`src/design/osd_pkg.sv`:
```
// Package for the oscillation stop and re-oscillation detector.
// Assumes one 10 MHz clock and a plain register port with 8-bit data.
// Functional notes
// - The detector's interrupt leaves on the same line as the watchdog interrupt.
// - The detection flag is set in the same cycle as a stop or re-oscillation interrupt.
// - While the detection flag is set no further stop or re-oscillation interrupt is raised.
// - Software clears the detection flag, after which detection interrupts are allowed again.
// - A main clock stop in low speed mode with detection enabled raises a stop interrupt.
// - With that stop interrupt the on-chip oscillator is started.
// - After such a stop the CPU stays on the sub clock and peripherals move to the on-chip oscillator.
// - Detection enable at 0 disables detection; software clears it before halting the main clock.
package osd_pkg;

	localparam int ADDR_W = 8;
	localparam int DATA_W = 8;

	// Register offsets
	localparam logic [ADDR_W-1:0] OFF_CTRL = 8'h00;
	localparam logic [ADDR_W-1:0] OFF_STAT = 8'h04;
	localparam logic [ADDR_W-1:0] OFF_MASK = 8'h08;

	// Control register fields
	localparam int CTRL_EN          = 0;
	localparam int CTRL_WAIT_GATE   = 1;
	localparam int CTRL_MAIN_HALT   = 2;
	localparam int CTRL_PERIPH_MAIN = 3;

	// Status register fields; bits 0..2 are sticky and cleared by writing 1
	localparam int STAT_FLAG       = 0;
	localparam int STAT_STOP       = 1;
	localparam int STAT_REOSC      = 2;
	localparam int STAT_OCO_RUN    = 3;
	localparam int STAT_ALIVE      = 4;
	localparam int STAT_PERIPH_OCO = 5;
	localparam int EVT_W           = 3;

	localparam logic [DATA_W-1:0] CTRL_RESET = 8'h00;
	localparam logic [EVT_W-1:0]  MASK_RESET = 3'h0;

	// Timing: a tick every microsecond, main clock judged stopped after 2 us without an edge
	localparam longint CLK_HZ          = 10_000_000;
	localparam longint TICK_NS         = 1000;
	localparam longint STOP_TIMEOUT_NS = 2000;
	localparam int TICK_CYC  = int'((TICK_NS * CLK_HZ) / 1_000_000_000);
	localparam int STOP_TICKS = int'(STOP_TIMEOUT_NS / TICK_NS);

	typedef enum logic [0:0] {
		OSD_MODE_MAIN = 1'b0,
		OSD_MODE_OCO  = 1'b1
	} osd_mode_t;

	typedef struct packed {
		logic              wr;
		logic              rd;
		logic [ADDR_W-1:0] addr;
		logic [DATA_W-1:0] wdata;
	} osd_bus_req_t;

	typedef struct packed {
		logic              en;
		logic              wait_gate;
		logic              main_halt;
		osd_mode_t         mode;
		logic [EVT_W-1:0]  stat;
		logic [EVT_W-1:0]  mask;
		logic              alive_prev;
		logic              oco_run;
		logic              cpu_sub;
		logic              irq;
		logic              shared_irq;
		logic [DATA_W-1:0] rdata;
	} osd_state_t;

endpackage : osd_pkg

```
`src/design/osd_act_mon.sv`:
```
// Activity monitor: watches the sampled main oscillator level for edges.
// Assumes the level is synchronous to clk and a tick enable from a divider.
`timescale 1ns/1ps
module osd_act_mon #(
	parameter int LIMIT = osd_pkg::STOP_TICKS
) (
	input  wire logic clk,
	input  wire logic arst_n,
	input  wire logic tick,
	input  wire logic osc_level,
	output logic      alive
);

	localparam int CW = $clog2(LIMIT + 1);
	localparam logic [CW-1:0] LIM = CW'(LIMIT);

	logic          prev_q;
	logic [CW-1:0] idle_q;

	// Ticks without an edge, saturating at the limit
	always_ff @(posedge clk or negedge arst_n) begin
		if (!arst_n) begin
			prev_q <= 1'b0;
			idle_q <= LIM;
			alive  <= 1'b0;
		end else begin
			prev_q <= osc_level;
			if (osc_level != prev_q) begin
				idle_q <= '0;
			end else if (tick && idle_q != LIM) begin
				idle_q <= idle_q + 1'b1;
			end
			alive <= (idle_q != LIM) || (osc_level != prev_q);
		end
	end

endmodule : osd_act_mon

```
`src/design/osd_tick_div.sv`:
```
// Divider giving a one-cycle tick enable at a slower rate.
// Assumes one clock and an asynchronous active-low reset.
`timescale 1ns/1ps
module osd_tick_div #(
	parameter int DIV = osd_pkg::TICK_CYC
) (
	input  wire logic clk,
	input  wire logic arst_n,
	output logic      tick
);

	localparam int CW = (DIV > 1) ? $clog2(DIV) : 1;
	localparam logic [CW-1:0] LAST = CW'(DIV - 1);

	logic [CW-1:0] cnt_q;

	always_ff @(posedge clk or negedge arst_n) begin
		if (!arst_n) begin
			cnt_q <= '0;
			tick  <= 1'b0;
		end else begin
			tick  <= (cnt_q == LAST);
			cnt_q <= (cnt_q == LAST) ? '0 : cnt_q + 1'b1;
		end
	end

endmodule : osd_tick_div

```
`src/design/osd_top.sv`:
```
// Oscillation stop and re-oscillation detector with register port.
// Assumes MCLK at 10 MHz, main oscillator level sampled synchronously,
// register master with one-cycle strobes and read data one cycle later.
`timescale 1ns/1ps
module osd_top (
	input  wire logic                        MCLK,
	input  wire logic                        ARST_N,
	input  wire logic [osd_pkg::ADDR_W-1:0]  ADDR,
	input  wire logic [osd_pkg::DATA_W-1:0]  WDATA,
	input  wire logic                        WR,
	input  wire logic                        RD,
	output logic      [osd_pkg::DATA_W-1:0]  RDATA,
	input  wire logic                        MAIN_OSC,
	input  wire logic                        LOW_SPEED,
	input  wire logic                        WDT_IRQ,
	output logic                             IRQ,
	output logic                             SHARED_IRQ,
	output logic                             OCO_RUN,
	output logic                             PERIPH_CLK_OCO,
	output logic                             CPU_CLK_SUB,
	output logic                             WAIT_PERIPH_GATE,
	output logic                             MAIN_HALT
);

	osd_pkg::osd_state_t   s_q;
	osd_pkg::osd_state_t   s_d;
	osd_pkg::osd_bus_req_t req;
	logic                  tick;
	logic                  alive;
	logic                  wr_ctrl;
	logic                  wr_stat;
	logic                  wr_mask;
	logic                  rd_ctrl;
	logic                  rd_stat;
	logic                  rd_mask;
	logic                  detect_on;
	logic                  stop_evt;
	logic                  reosc_evt;
	logic [osd_pkg::EVT_W-1:0] set_bits;
	logic [osd_pkg::EVT_W-1:0] clr_bits;
	logic [osd_pkg::EVT_W-1:0] stat_next;

	// Address match, shared by the read and write decoders
	function automatic logic reg_hit(
		input logic [osd_pkg::ADDR_W-1:0] addr,
		input logic [osd_pkg::ADDR_W-1:0] off
	);
		reg_hit = (addr == off);
	endfunction : reg_hit

	// One assignment keeps a single driver on the request struct
	assign req = '{wr: WR, rd: RD, addr: ADDR, wdata: WDATA};

	osd_tick_div #(
		.DIV (osd_pkg::TICK_CYC)
	) u_div (
		.clk    (MCLK),
		.arst_n (ARST_N),
		.tick   (tick)
	);

	osd_act_mon #(
		.LIMIT (osd_pkg::STOP_TICKS)
	) u_mon (
		.clk       (MCLK),
		.arst_n    (ARST_N),
		.tick      (tick),
		.osc_level (MAIN_OSC),
		.alive     (alive)
	);

	assign wr_ctrl = req.wr && reg_hit(req.addr, osd_pkg::OFF_CTRL);
	assign wr_stat = req.wr && reg_hit(req.addr, osd_pkg::OFF_STAT);
	assign wr_mask = req.wr && reg_hit(req.addr, osd_pkg::OFF_MASK);
	assign rd_ctrl = req.rd && reg_hit(req.addr, osd_pkg::OFF_CTRL);
	assign rd_stat = req.rd && reg_hit(req.addr, osd_pkg::OFF_STAT);
	assign rd_mask = req.rd && reg_hit(req.addr, osd_pkg::OFF_MASK);

	// Detection runs only while enabled and no earlier event is pending
	assign detect_on = s_q.en && !s_q.stat[osd_pkg::STAT_FLAG];

	// Stop: the main clock falls silent in low speed mode
	assign stop_evt = detect_on && LOW_SPEED && s_q.alive_prev && !alive;

	// Re-oscillation: edges return while peripherals run from the on-chip oscillator
	assign reosc_evt = detect_on && (s_q.mode == osd_pkg::OSD_MODE_OCO)
		&& !s_q.alive_prev && alive;

	always_comb begin
		set_bits = '0;
		set_bits[osd_pkg::STAT_FLAG]  = stop_evt || reosc_evt;
		set_bits[osd_pkg::STAT_STOP]  = stop_evt;
		set_bits[osd_pkg::STAT_REOSC] = reosc_evt;
	end

	assign clr_bits  = wr_stat ? req.wdata[osd_pkg::EVT_W-1:0] : '0;
	// A set in the same cycle as a clear wins
	assign stat_next = (s_q.stat & ~clr_bits) | set_bits;

	always_comb begin
		s_d = s_q;
		s_d.alive_prev = alive;
		s_d.cpu_sub    = LOW_SPEED;
		s_d.stat       = stat_next;

		if (wr_ctrl) begin
			s_d.en        = req.wdata[osd_pkg::CTRL_EN];
			s_d.wait_gate = req.wdata[osd_pkg::CTRL_WAIT_GATE];
			s_d.main_halt = req.wdata[osd_pkg::CTRL_MAIN_HALT];
		end
		if (wr_mask) begin
			s_d.mask = req.wdata[osd_pkg::EVT_W-1:0];
		end

		case (s_q.mode)
			osd_pkg::OSD_MODE_MAIN: begin
				if (stop_evt) begin
					s_d.mode    = osd_pkg::OSD_MODE_OCO;
					s_d.oco_run = 1'b1;
				end
			end
			osd_pkg::OSD_MODE_OCO: begin
				// Only software returns the peripherals to the main clock
				if (wr_ctrl && req.wdata[osd_pkg::CTRL_PERIPH_MAIN]) begin
					s_d.mode    = osd_pkg::OSD_MODE_MAIN;
					s_d.oco_run = 1'b0;
				end
			end
			default: begin
				s_d.mode    = osd_pkg::OSD_MODE_MAIN;
				s_d.oco_run = 1'b0;
			end
		endcase

		s_d.irq        = |(stat_next & s_d.mask);
		// Detector and watchdog share one request line
		s_d.shared_irq = s_d.irq || WDT_IRQ;

		s_d.rdata = '0;
		if (rd_ctrl) begin
			s_d.rdata[osd_pkg::CTRL_EN]        = s_q.en;
			s_d.rdata[osd_pkg::CTRL_WAIT_GATE] = s_q.wait_gate;
			s_d.rdata[osd_pkg::CTRL_MAIN_HALT] = s_q.main_halt;
		end else if (rd_stat) begin
			s_d.rdata[osd_pkg::EVT_W-1:0]       = s_q.stat;
			s_d.rdata[osd_pkg::STAT_OCO_RUN]    = s_q.oco_run;
			s_d.rdata[osd_pkg::STAT_ALIVE]      = s_q.alive_prev;
			s_d.rdata[osd_pkg::STAT_PERIPH_OCO] = (s_q.mode == osd_pkg::OSD_MODE_OCO);
		end else if (rd_mask) begin
			s_d.rdata[osd_pkg::EVT_W-1:0] = s_q.mask;
		end
	end

	always_ff @(posedge MCLK or negedge ARST_N) begin
		if (!ARST_N) begin
			s_q.en         <= osd_pkg::CTRL_RESET[osd_pkg::CTRL_EN];
			s_q.wait_gate  <= osd_pkg::CTRL_RESET[osd_pkg::CTRL_WAIT_GATE];
			s_q.main_halt  <= osd_pkg::CTRL_RESET[osd_pkg::CTRL_MAIN_HALT];
			s_q.mode       <= osd_pkg::OSD_MODE_MAIN;
			s_q.stat       <= '0;
			s_q.mask       <= osd_pkg::MASK_RESET;
			s_q.alive_prev <= 1'b0;
			s_q.oco_run    <= 1'b0;
			s_q.cpu_sub    <= 1'b0;
			s_q.irq        <= 1'b0;
			s_q.shared_irq <= 1'b0;
			s_q.rdata      <= '0;
		end else begin
			s_q <= s_d;
		end
	end

	assign RDATA            = s_q.rdata;
	assign IRQ              = s_q.irq;
	assign SHARED_IRQ       = s_q.shared_irq;
	assign OCO_RUN          = s_q.oco_run;
	assign PERIPH_CLK_OCO   = (s_q.mode == osd_pkg::OSD_MODE_OCO);
	assign CPU_CLK_SUB      = s_q.cpu_sub;
	assign WAIT_PERIPH_GATE = s_q.wait_gate;
	assign MAIN_HALT        = s_q.main_halt;

endmodule : osd_top

```
`config.mk`:
```
export PLATFORM = sky130hd
export DESIGN_NAME = osd_top
export DESIGN_NICKNAME = d
export VERILOG_FILES = /design/src/design/osd_pkg.sv /design/src/design/osd_act_mon.sv /design/src/design/osd_tick_div.sv /design/src/design/osd_top.sv
export SDC_FILE = /design/constraint.sdc
export NUM_CORES = 1
export LEC_CHECK = 0
export ABC_AREA = 1
export BUFFER_PORTS_ARGS = -buffer_cell sky130_fd_sc_hd__buf_2
export CAP_MARGIN = 20
export CORE_UTILIZATION = 45
export DETAILED_ROUTE_END_ITERATION = 12
export PLACE_DENSITY = 0.73
export RECOVER_POWER = 25
export SLEW_MARGIN = 0
export SYNTH_ARGS = -nofsm -noshare
export SYNTH_HDL_FRONTEND = slang
export SYNTH_SLANG_ARGS = --single-unit
export TNS_END_PERCENT = 5
```
`constraint.sdc`:
```
create_clock -name MCLK -period 1.5 [get_ports MCLK]
set_input_delay 0.075 -clock MCLK [delete_from_list [all_inputs] [get_ports MCLK]]
set_output_delay 0.075 -clock MCLK [all_outputs]
set_load 0.02 [all_outputs]
```
==> impl_results.md, run 1 <==
- Outcome: finished, violations left
- Failing checks: design-rule violations
- Die ar.: 3230 µm²
- Worst hold path class: input pin to flop
- Post-Layout Cell Count: 217
- CTS H-Tree Depth: 2
- Count of cell types in the netlist: 24
- Hold Path Cell Cnt: 3
- DRC: 6
- CTS root buf: clkbuf_4
- Slew @ Worst Pin: 0.701 ns
- Vias in the first global route: 987
- IO Pins: 38
- Synth top area cells: dfrtp_1 54%, nand2_1 7.5%, inv_1 6.1%
- Starting Density: 48.3%
- Worst-path maximum fanout: 3
- Relative slew slack: 53.2%
- Dominant cell type by area after synthesis: dfrtp_1
- Most Crowded Layer GR: met2
- Antenna cell count: 0
- Critical Path AT: 1.43 ns
- RSZ-0062 raised after global routing: no
- GRT Total Usage: 17.1%
- Tcrit/Tclk final: 78.9%
- Post-Syn Area: 1350 µm²
- Final core occ: 57.0%
- Synthesized area per cell: 9.03 µm²
- CTS tree: built
- Worst Path Required: 1.75 ns
- CTS clk-pin slew, worst paths: 0.09 ns
- CP cell instances: or2_1, nor2_1, nor2_1, nand2_1, nand2_1, nand4_1
- Clk buf depth: 2
- Worst Setup End Kind: flop
- Post-cts gate resize count: 0
- First-pass DRT Iterations: 8
- Clock skew: 0.00930 ns
- # nets final: 209
- Rows: 19
- Total power: 1.61 mW
- PD cells: 1000 nW/µm²
- Routed wire length: 2.34 mm
- Via/cell ratio: 4.76
- Hold EP: MAIN_HALT
- Number of clock buffers inserted by TritonCTS: 5
- Leak: 0.875 nW
- Ys async rst share: 100%
- Initial antenna violation count: 0
- Dpl cells: 204
- First-pass GRT wire length: 4.17 mm
- Die width: 56.9 µm
- Dominant cell by count in the synthesized netlist: dfrtp_1
- Worst r2r path cells: 6
- Reg-to-reg slack, setup: 0.32 ns
- Synth warn: 0
- Met3 Use GR: 4.61%
- DRT iter0 DRCs: 41
- Final worst slack: 0.316 ns
- Hold-fix buffers at CTS: 5
- FF+latch count, synth: 30
- Post-synth top flop: dfrtp_1
- Setup TNS: 0 ns
- Mapped Cells: 150
- CP Launch Type: flop
- Max incr delay on CP: 0.41 ns
- Final min period: 1.18 ns
- Final Hold Viols: 0
- Largest net degree at the start of global routing: 31
- Highest Clock Rate: 845 MHz
- WL per Instance: 10.8 µm
- Port-buffer cells: 31
- Post-synth top area share: 53.6%
- Dpl cell area: 1480 µm²
- Post-CTS Setup Bufs: 0
- Post-synth EDFFs: 0
- Layout cells sized above 1: 25.3%
- Met1 Track Usage GR: 20.5%
- CP max-delay cell: dfrtp_1
- Final hold slack: 0.0304 ns
- Peak VDD IR: 0.450 mV
- DIE HEIGHT: 56.9 µm
- RePlAce Congestion: 0.824
- Post-route design area: 1600 µm²
- Area growth from synthesis to layout: 18.2%
- Critical R2R Capture: SHARED_IRQ
- Clock sinks: 30
- Worst R2R Start: s_q[16]
- GR Layer Usage met2: 27.9%
- DP Wirelength: 1.72 mm
- CORE AREA: 2810 µm²
- Max Cap Viol: 0
- Synth cell count leaders: 29 x dfrtp_1, 27 x nand2_1, 22 x inv_1, 13 x nand3_1, 12 x nor2_1
- Final setup fails: 0
- Via Count: 1034
- Hold path start: WDATA[2]
- ANT nets after route: 0
- DP Worst Slack: 0.290 ns
- Sequential fraction of the synthesis area: 55.5%
- WS Path Type: flop to flop
- Total global routing overflow: 0
- Max-slew violations: 0
- Clock Latency Late Sink: 0.32 ns
## layout make-up
cell class / count / area [µm²]
Sequential cell: 30 / 752
Clock inverter: 1 / 30.0
Inverter: 23 / 86.3
Timing Repair Buffer: 36 / 204
Fill cell: 268 / 1200
Multi-Input combinational cell: 89 / 434
Clock buffer: 7 / 55.1
Tap cell: 31 / 38.8
## critical path: cells and delay by family, from the launching register on
kind	cells	cell delay (ns)
and+or+nand+nor	6	0.72
DFF	1	0.41
## power by group
group          switching, mW  internal [mW]
combinational         0.0710         0.0436
sequential           0.00767          0.825
clock                  0.263          0.398
total                  0.341           1.27
## sequential cells by signal, summed over array words and instances (netlist names)
| signal | count |
|---|---|
| SHARED_IRQ | 1 |
| MAIN_HALT | 1 |
| u_div.cnt_q | 4 |
| CPU_CLK_SUB | 1 |
| OCO_RUN | 1 |
| WAIT_PERIPH_GATE | 1 |
| IRQ | 1 |
| s_q | 8 |
| u_mon.alive | 1 |
| u_mon.prev_q | 1 |
| u_div.tick | 1 |
| PERIPH_CLK_OCO | 1 |
| RDATA | 6 |
| u_mon.idle_q | 2 |
## layer usage
| layer | wire, µm | vias to the layer above |
|---|---|---|
| li1 | - | 523 |
| met1 | 1050 | 475 |
| met2 | 1130 | 30 |
| met3 | 112 | 6 |
| met4 | 40 | 0 |
| met5 | 0 | - |
## layout by cell type (no fill, tap or decap), drive strengths merged
| master | instances |
|---|---|
| nand2 | 33 |
| dfrtp | 29 |
| buf | 28 |
| inv | 23 |
| nor2 | 19 |
| nand3 | 13 |
| clkbuf | 10 |
| o21ai | 8 |
| dlygate4sd3 | 5 |
| a21oi | 4 |
| nand4 | 2 |
| xnor2 | 2 |
| conb | 2 |
| nand3b | 1 |
| or2 | 1 |
| nor3 | 1 |
| xor2 | 1 |
| mux2 | 1 |
| ha | 1 |
| bufinv | 1 |
| dfstp | 1 |
## cells by family (layout without fill, tap and decap cells)
group / Yosys count / after routing / share of synthesized area (%)
xor+xnor: 3 / 3 / 1.94
compound gates: 12 / 12 / 4.44
buf+inv: 32 / 67 / 11.4
flops: 30 / 30 / 55.5
fa+ha+maj: 1 / 1 / 0.924
mux: 1 / 1 / 0.832
simple gates: 70 / 70 / 24.7
other cells: 1 / 2 / 0.277
## worst max-delay path by stage
stage,slack (ns),to,depth (start not counted),startpoint
after floorplan,0.44,OCO_RUN,6,s_q[16]
after global placement,0.32,WAIT_PERIPH_GATE,5,ADDR[1]
after detailed placement,0.29,WAIT_PERIPH_GATE,5,ADDR[1]
after CTS,0.31,SHARED_IRQ,6,s_q[16]
after global routing,0.20,SHARED_IRQ,7,s_q[22]
final,0.32,SHARED_IRQ,6,s_q[16]
Note: power is estimated with default switching activity, not from simulation.
==> run 2: changes to the inputs <==
--- a/config.mk
+++ b/config.mk
@@ -10,7 +10,7 @@
 export CAP_MARGIN = 20
 export CORE_UTILIZATION = 45
 export DETAILED_ROUTE_END_ITERATION = 12
-export PLACE_DENSITY = 0.73
+export PLACE_DENSITY = 0.76
 export RECOVER_POWER = 25
 export SLEW_MARGIN = 0
 export SYNTH_ARGS = -nofsm -noshare
==> constraint.sdc (replaced) <==
create_clock -name MCLK -period 1 [get_ports MCLK]
set_input_delay 0.05 -clock MCLK [delete_from_list [all_inputs] [get_ports MCLK]]
set_output_delay 0.05 -clock MCLK [all_outputs]
set_load 0.02 [all_outputs]
==> run 2 against run 1 <==
Against the previous run:
- the flow finishes with violations (design-rule violations, negative setup slack)
- die area unchanged
- first-iteration DRC count shrank 44%
- routed wire length increased by 23%
- sequential power is 50% higher
- setup slack lost 0.49 ns
- clock skew about the same
- register-to-register slack worse by 0.49 ns
- final cell count rose by 6.0%
- critical path type unchanged
- critical endpoint is now OCO_RUN
- largest cell class unchanged
==> impl_results.md, run 2 (same netlist as run 1, synthesis figures left out) <==
- Outcome: finished, violations left (unchanged)
- Failing checks: design-rule violations, negative setup slack (was design-rule violations)
- Clock sinks: 30 (unchanged)
- DRT iter0 DRCs: 23 (was 41)
- CTS H-Tree Depth: 2 (unchanged)
- RePlAce Congestion: 0.853 (was 0.824)
- Post-route design area: 1770 µm² (was 1600 µm²)
- Worst hold path class: input pin to flop (unchanged)
- DP Wirelength: 2.04 mm (was 1.72 mm)
- ANT nets after route: 0 (unchanged)
- Final worst slack: -0.176 ns (was 0.316 ns)
- Max reg flops: 8 (unchanged)
- Hold EP: OCO_RUN (was MAIN_HALT)
- Commonest non-fill, non-tap cells in the layout: 30 x buf_2, 28 x dfrtp_1, 26 x nand2_1 (was 29 x dfrtp_1, 29 x nand2_1, 28 x buf_2)
- Rows: 19 (unchanged)
- Hold path start: WDATA[3] (was WDATA[2])
- Max-slew violations: 0 (unchanged)
- Relative slew slack: 52.9% (was 53.2%)
- CP cell instances: inv_1, or2_4, nor2_4, inv_2, o21ai_2, nand2_1, inv_1 (was or2_1, nor2_1, nor2_1, nand2_1, nand2_1, nand4_1)
- Critical R2R Capture: OCO_RUN (was SHARED_IRQ)
- # nets final: 222 (was 209)
- Worst Path Required: 1.27 ns (was 1.75 ns)
- Slew @ Worst Pin: 0.707 ns (was 0.701 ns)
- RSZ-0062 raised after global routing: yes (was no)
- Clock skew: 0.00941 ns (was 0.00930 ns)
- CTS root buf: clkbuf_4 (unchanged)
- Clk buf depth: 2 (unchanged)
- CTS tree: built (unchanged)
- Final setup fails: 9 (was 0)
- Most used cell, CP: inv_1
- Port-buffer cells: 31 (unchanged)
- Max Cap Viol: 0 (unchanged)
- Setup TNS: -0.724 ns (was 0 ns)
- CORE AREA: 2810 µm² (unchanged)
- CTS clk-pin slew, worst paths: 0.09 ns (about the same)
- PD cells: 1340 nW/µm² (was 1000 nW/µm²)
- Die ar.: 3230 µm² (unchanged)
- Final Hold Viols: 0 (unchanged)
- CP Launch Type: flop (unchanged)
- CP max-delay cell: dfrtp_1 (unchanged)
- Layout cells sized above 1: 37.7% (was 25.3%)
- Cell family with most CP delay: simple AND/OR/NAND/NOR gates (unchanged)
- GRT Total Usage: 20.3% (was 17.1%)
- WS Path Type: flop to flop (unchanged)
- Die width: 56.9 µm (unchanged)
- Number of clock buffers inserted by TritonCTS: 5 (unchanged)
- Filler cells: 234 (was 268)
- Clock Latency Late Sink: 0.33 ns (was 0.32 ns)
- Worst R2R Start: s_q[22] (was s_q[16])
- Worst r2r path cells: 7 (was 6)
- DRC: 2 (was 6)
- Largest net degree at the start of global routing: 31 (unchanged)
- Final min period: 1.18 ns (about the same)
- Routed wire length: 2.87 mm (was 2.34 mm)
- Worst Setup End Kind: flop (unchanged)
- Leak: 0.941 nW (was 0.875 nW)
- Hold Path Cell Cnt: 4 (was 3)
- First-pass GRT wire length: 4.91 mm (was 4.17 mm)
- Highest Clock Rate: 850 MHz (was 845 MHz)
- Vias in the first global route: 1203 (was 987)
- Worst-path maximum fanout: 3 (unchanged)
- Most common cell after layout, fill and taps aside: buf_2
- Peak VDD IR: 0.751 mV (was 0.450 mV)
- Starting Density: 48.3% (unchanged)
- IO Pins: 38 (unchanged)
- Top reg by flops: s_q (unchanged)
- Tcrit/Tclk final: 118% (was 78.9%)
- Total global routing overflow: 0 (unchanged)
- Area growth from synthesis to layout: 31.0% (was 18.2%)
- Via Count: 1163 (was 1034)
- Critical Path AT: 1.45 ns (was 1.43 ns)
- Via/cell ratio: 5.06 (was 4.76)
- Bufs and invs on worst path: 3 (was 0)
- First-pass DRT Iterations: 8 (unchanged)
- Max incr delay on CP: 0.37 ns (was 0.41 ns)
- Reg-to-reg slack, setup: -0.18 ns (was 0.32 ns)
- DIE HEIGHT: 56.9 µm (unchanged)
- WL per Instance: 12.5 µm (was 10.8 µm)
- Dpl cell area: 1570 µm² (was 1480 µm²)
- Initial antenna violation count: 0 (unchanged)
- Antenna cell count: 0 (unchanged)
-- run 2: cell types whose count changed in the layout (fill, tap and decap cells not counted), moves of 2 or more --
cell           before  now
buf_2              28   30
buf_4               0    9
buf_6               0    2
dlygate4sd3_1       5    7
inv_1              22   20
inv_2               1    3
nand2_1            29   26
nand2_2             4    7
nor2_1             15   10
nor2_2              3    5
nor2_4              1    4
o21ai_0             7    3
o21ai_1             1    3
o21ai_2             0    2
-- run 2: worst min-delay path, delay by kind of cell --
kind | cells | cell delay, ns
AND/OR/NAND/NOR | 2 | 0.18
buffers and inverters | 2 | 0.12
-- run 2: how the worst max path moves through the flow --
stage	end	slack, ns	cells after the start	from
after floorplan	OCO_RUN	-0.04	7	s_q[22]
after global placement	SHARED_IRQ	-0.09	7	s_q[22]
after detailed placement	SHARED_IRQ	-0.17	7	s_q[22]
after CTS	OCO_RUN	-0.15	7	s_q[22]
after global routing	OCO_RUN	-0.23	7	s_q[22]
final	OCO_RUN	-0.18	7	s_q[22]
-- run 2: report_power, final --
part | internal, mW | switching [mW] | leakage, nW
clock | 0.530 | 0.388 | 0.0395
sequential | 1.24 | 0.0151 | 0.367
combinational | 0.0875 | 0.120 | 0.534
total | 1.85 | 0.523 | 0.941
-- run 2: metal layers --
metal  GRT usage (%)  vias up  routed length [µm]  share of wire [%]
li1                -      552                   -                  -
met1            20.9      554                1090                 38
met2            36.1       43                1530                 53
met3            6.91       14                 160                5.6
met4            10.8        0                  87                3.0
met5               0        -                   0                  0
-- run 2: layout make-up --
type / count / area [µm²] / area share [%]
repair buffers: 49 / 315 / 17.8
inverters: 23 / 86.3 / 4.87
flip-flops and latches: 30 / 753 / 42.5
well taps: 31 / 38.8 / 2.19
clock inverters: 1 / 30.0 / 1.69
clock buffers: 7 / 45.0 / 2.54
multi-input cells: 89 / 504 / 28.4
-- run 2: what timing repair did --
action / in CTS / in global routing
hold buffers: 7 / 0
pin swaps: 3 / 3
endpoints found under the hold margin: 37 / 0
setup buffers: 0 / 2
endpoints found under the setup margin: 10 / 12
gates resized for setup: 4 / 15
-- run 2: stage by stage --
| stage | setup WS [ns] | power [mW] | cells | util (%) | hold slack (ns) |
|---|---|---|---|---|---|
| finish | -0.176 | 2.38 | 230 | 63.2 | 0.0598 |
| CTS | -0.149 | 2.40 | 228 | 61.7 | 0.0144 |
| floorplan | -0.0384 | 1.35 | 151 | - | -0.246 |
| global placement | -0.0923 | 1.44 | 213 | 55.9 | 0.00777 |
| global route | -0.226 | 2.49 | 230 | 63.2 | 0.0478 |
| detailed placement | -0.171 | 1.45 | 213 | 55.9 | 0.00981 |
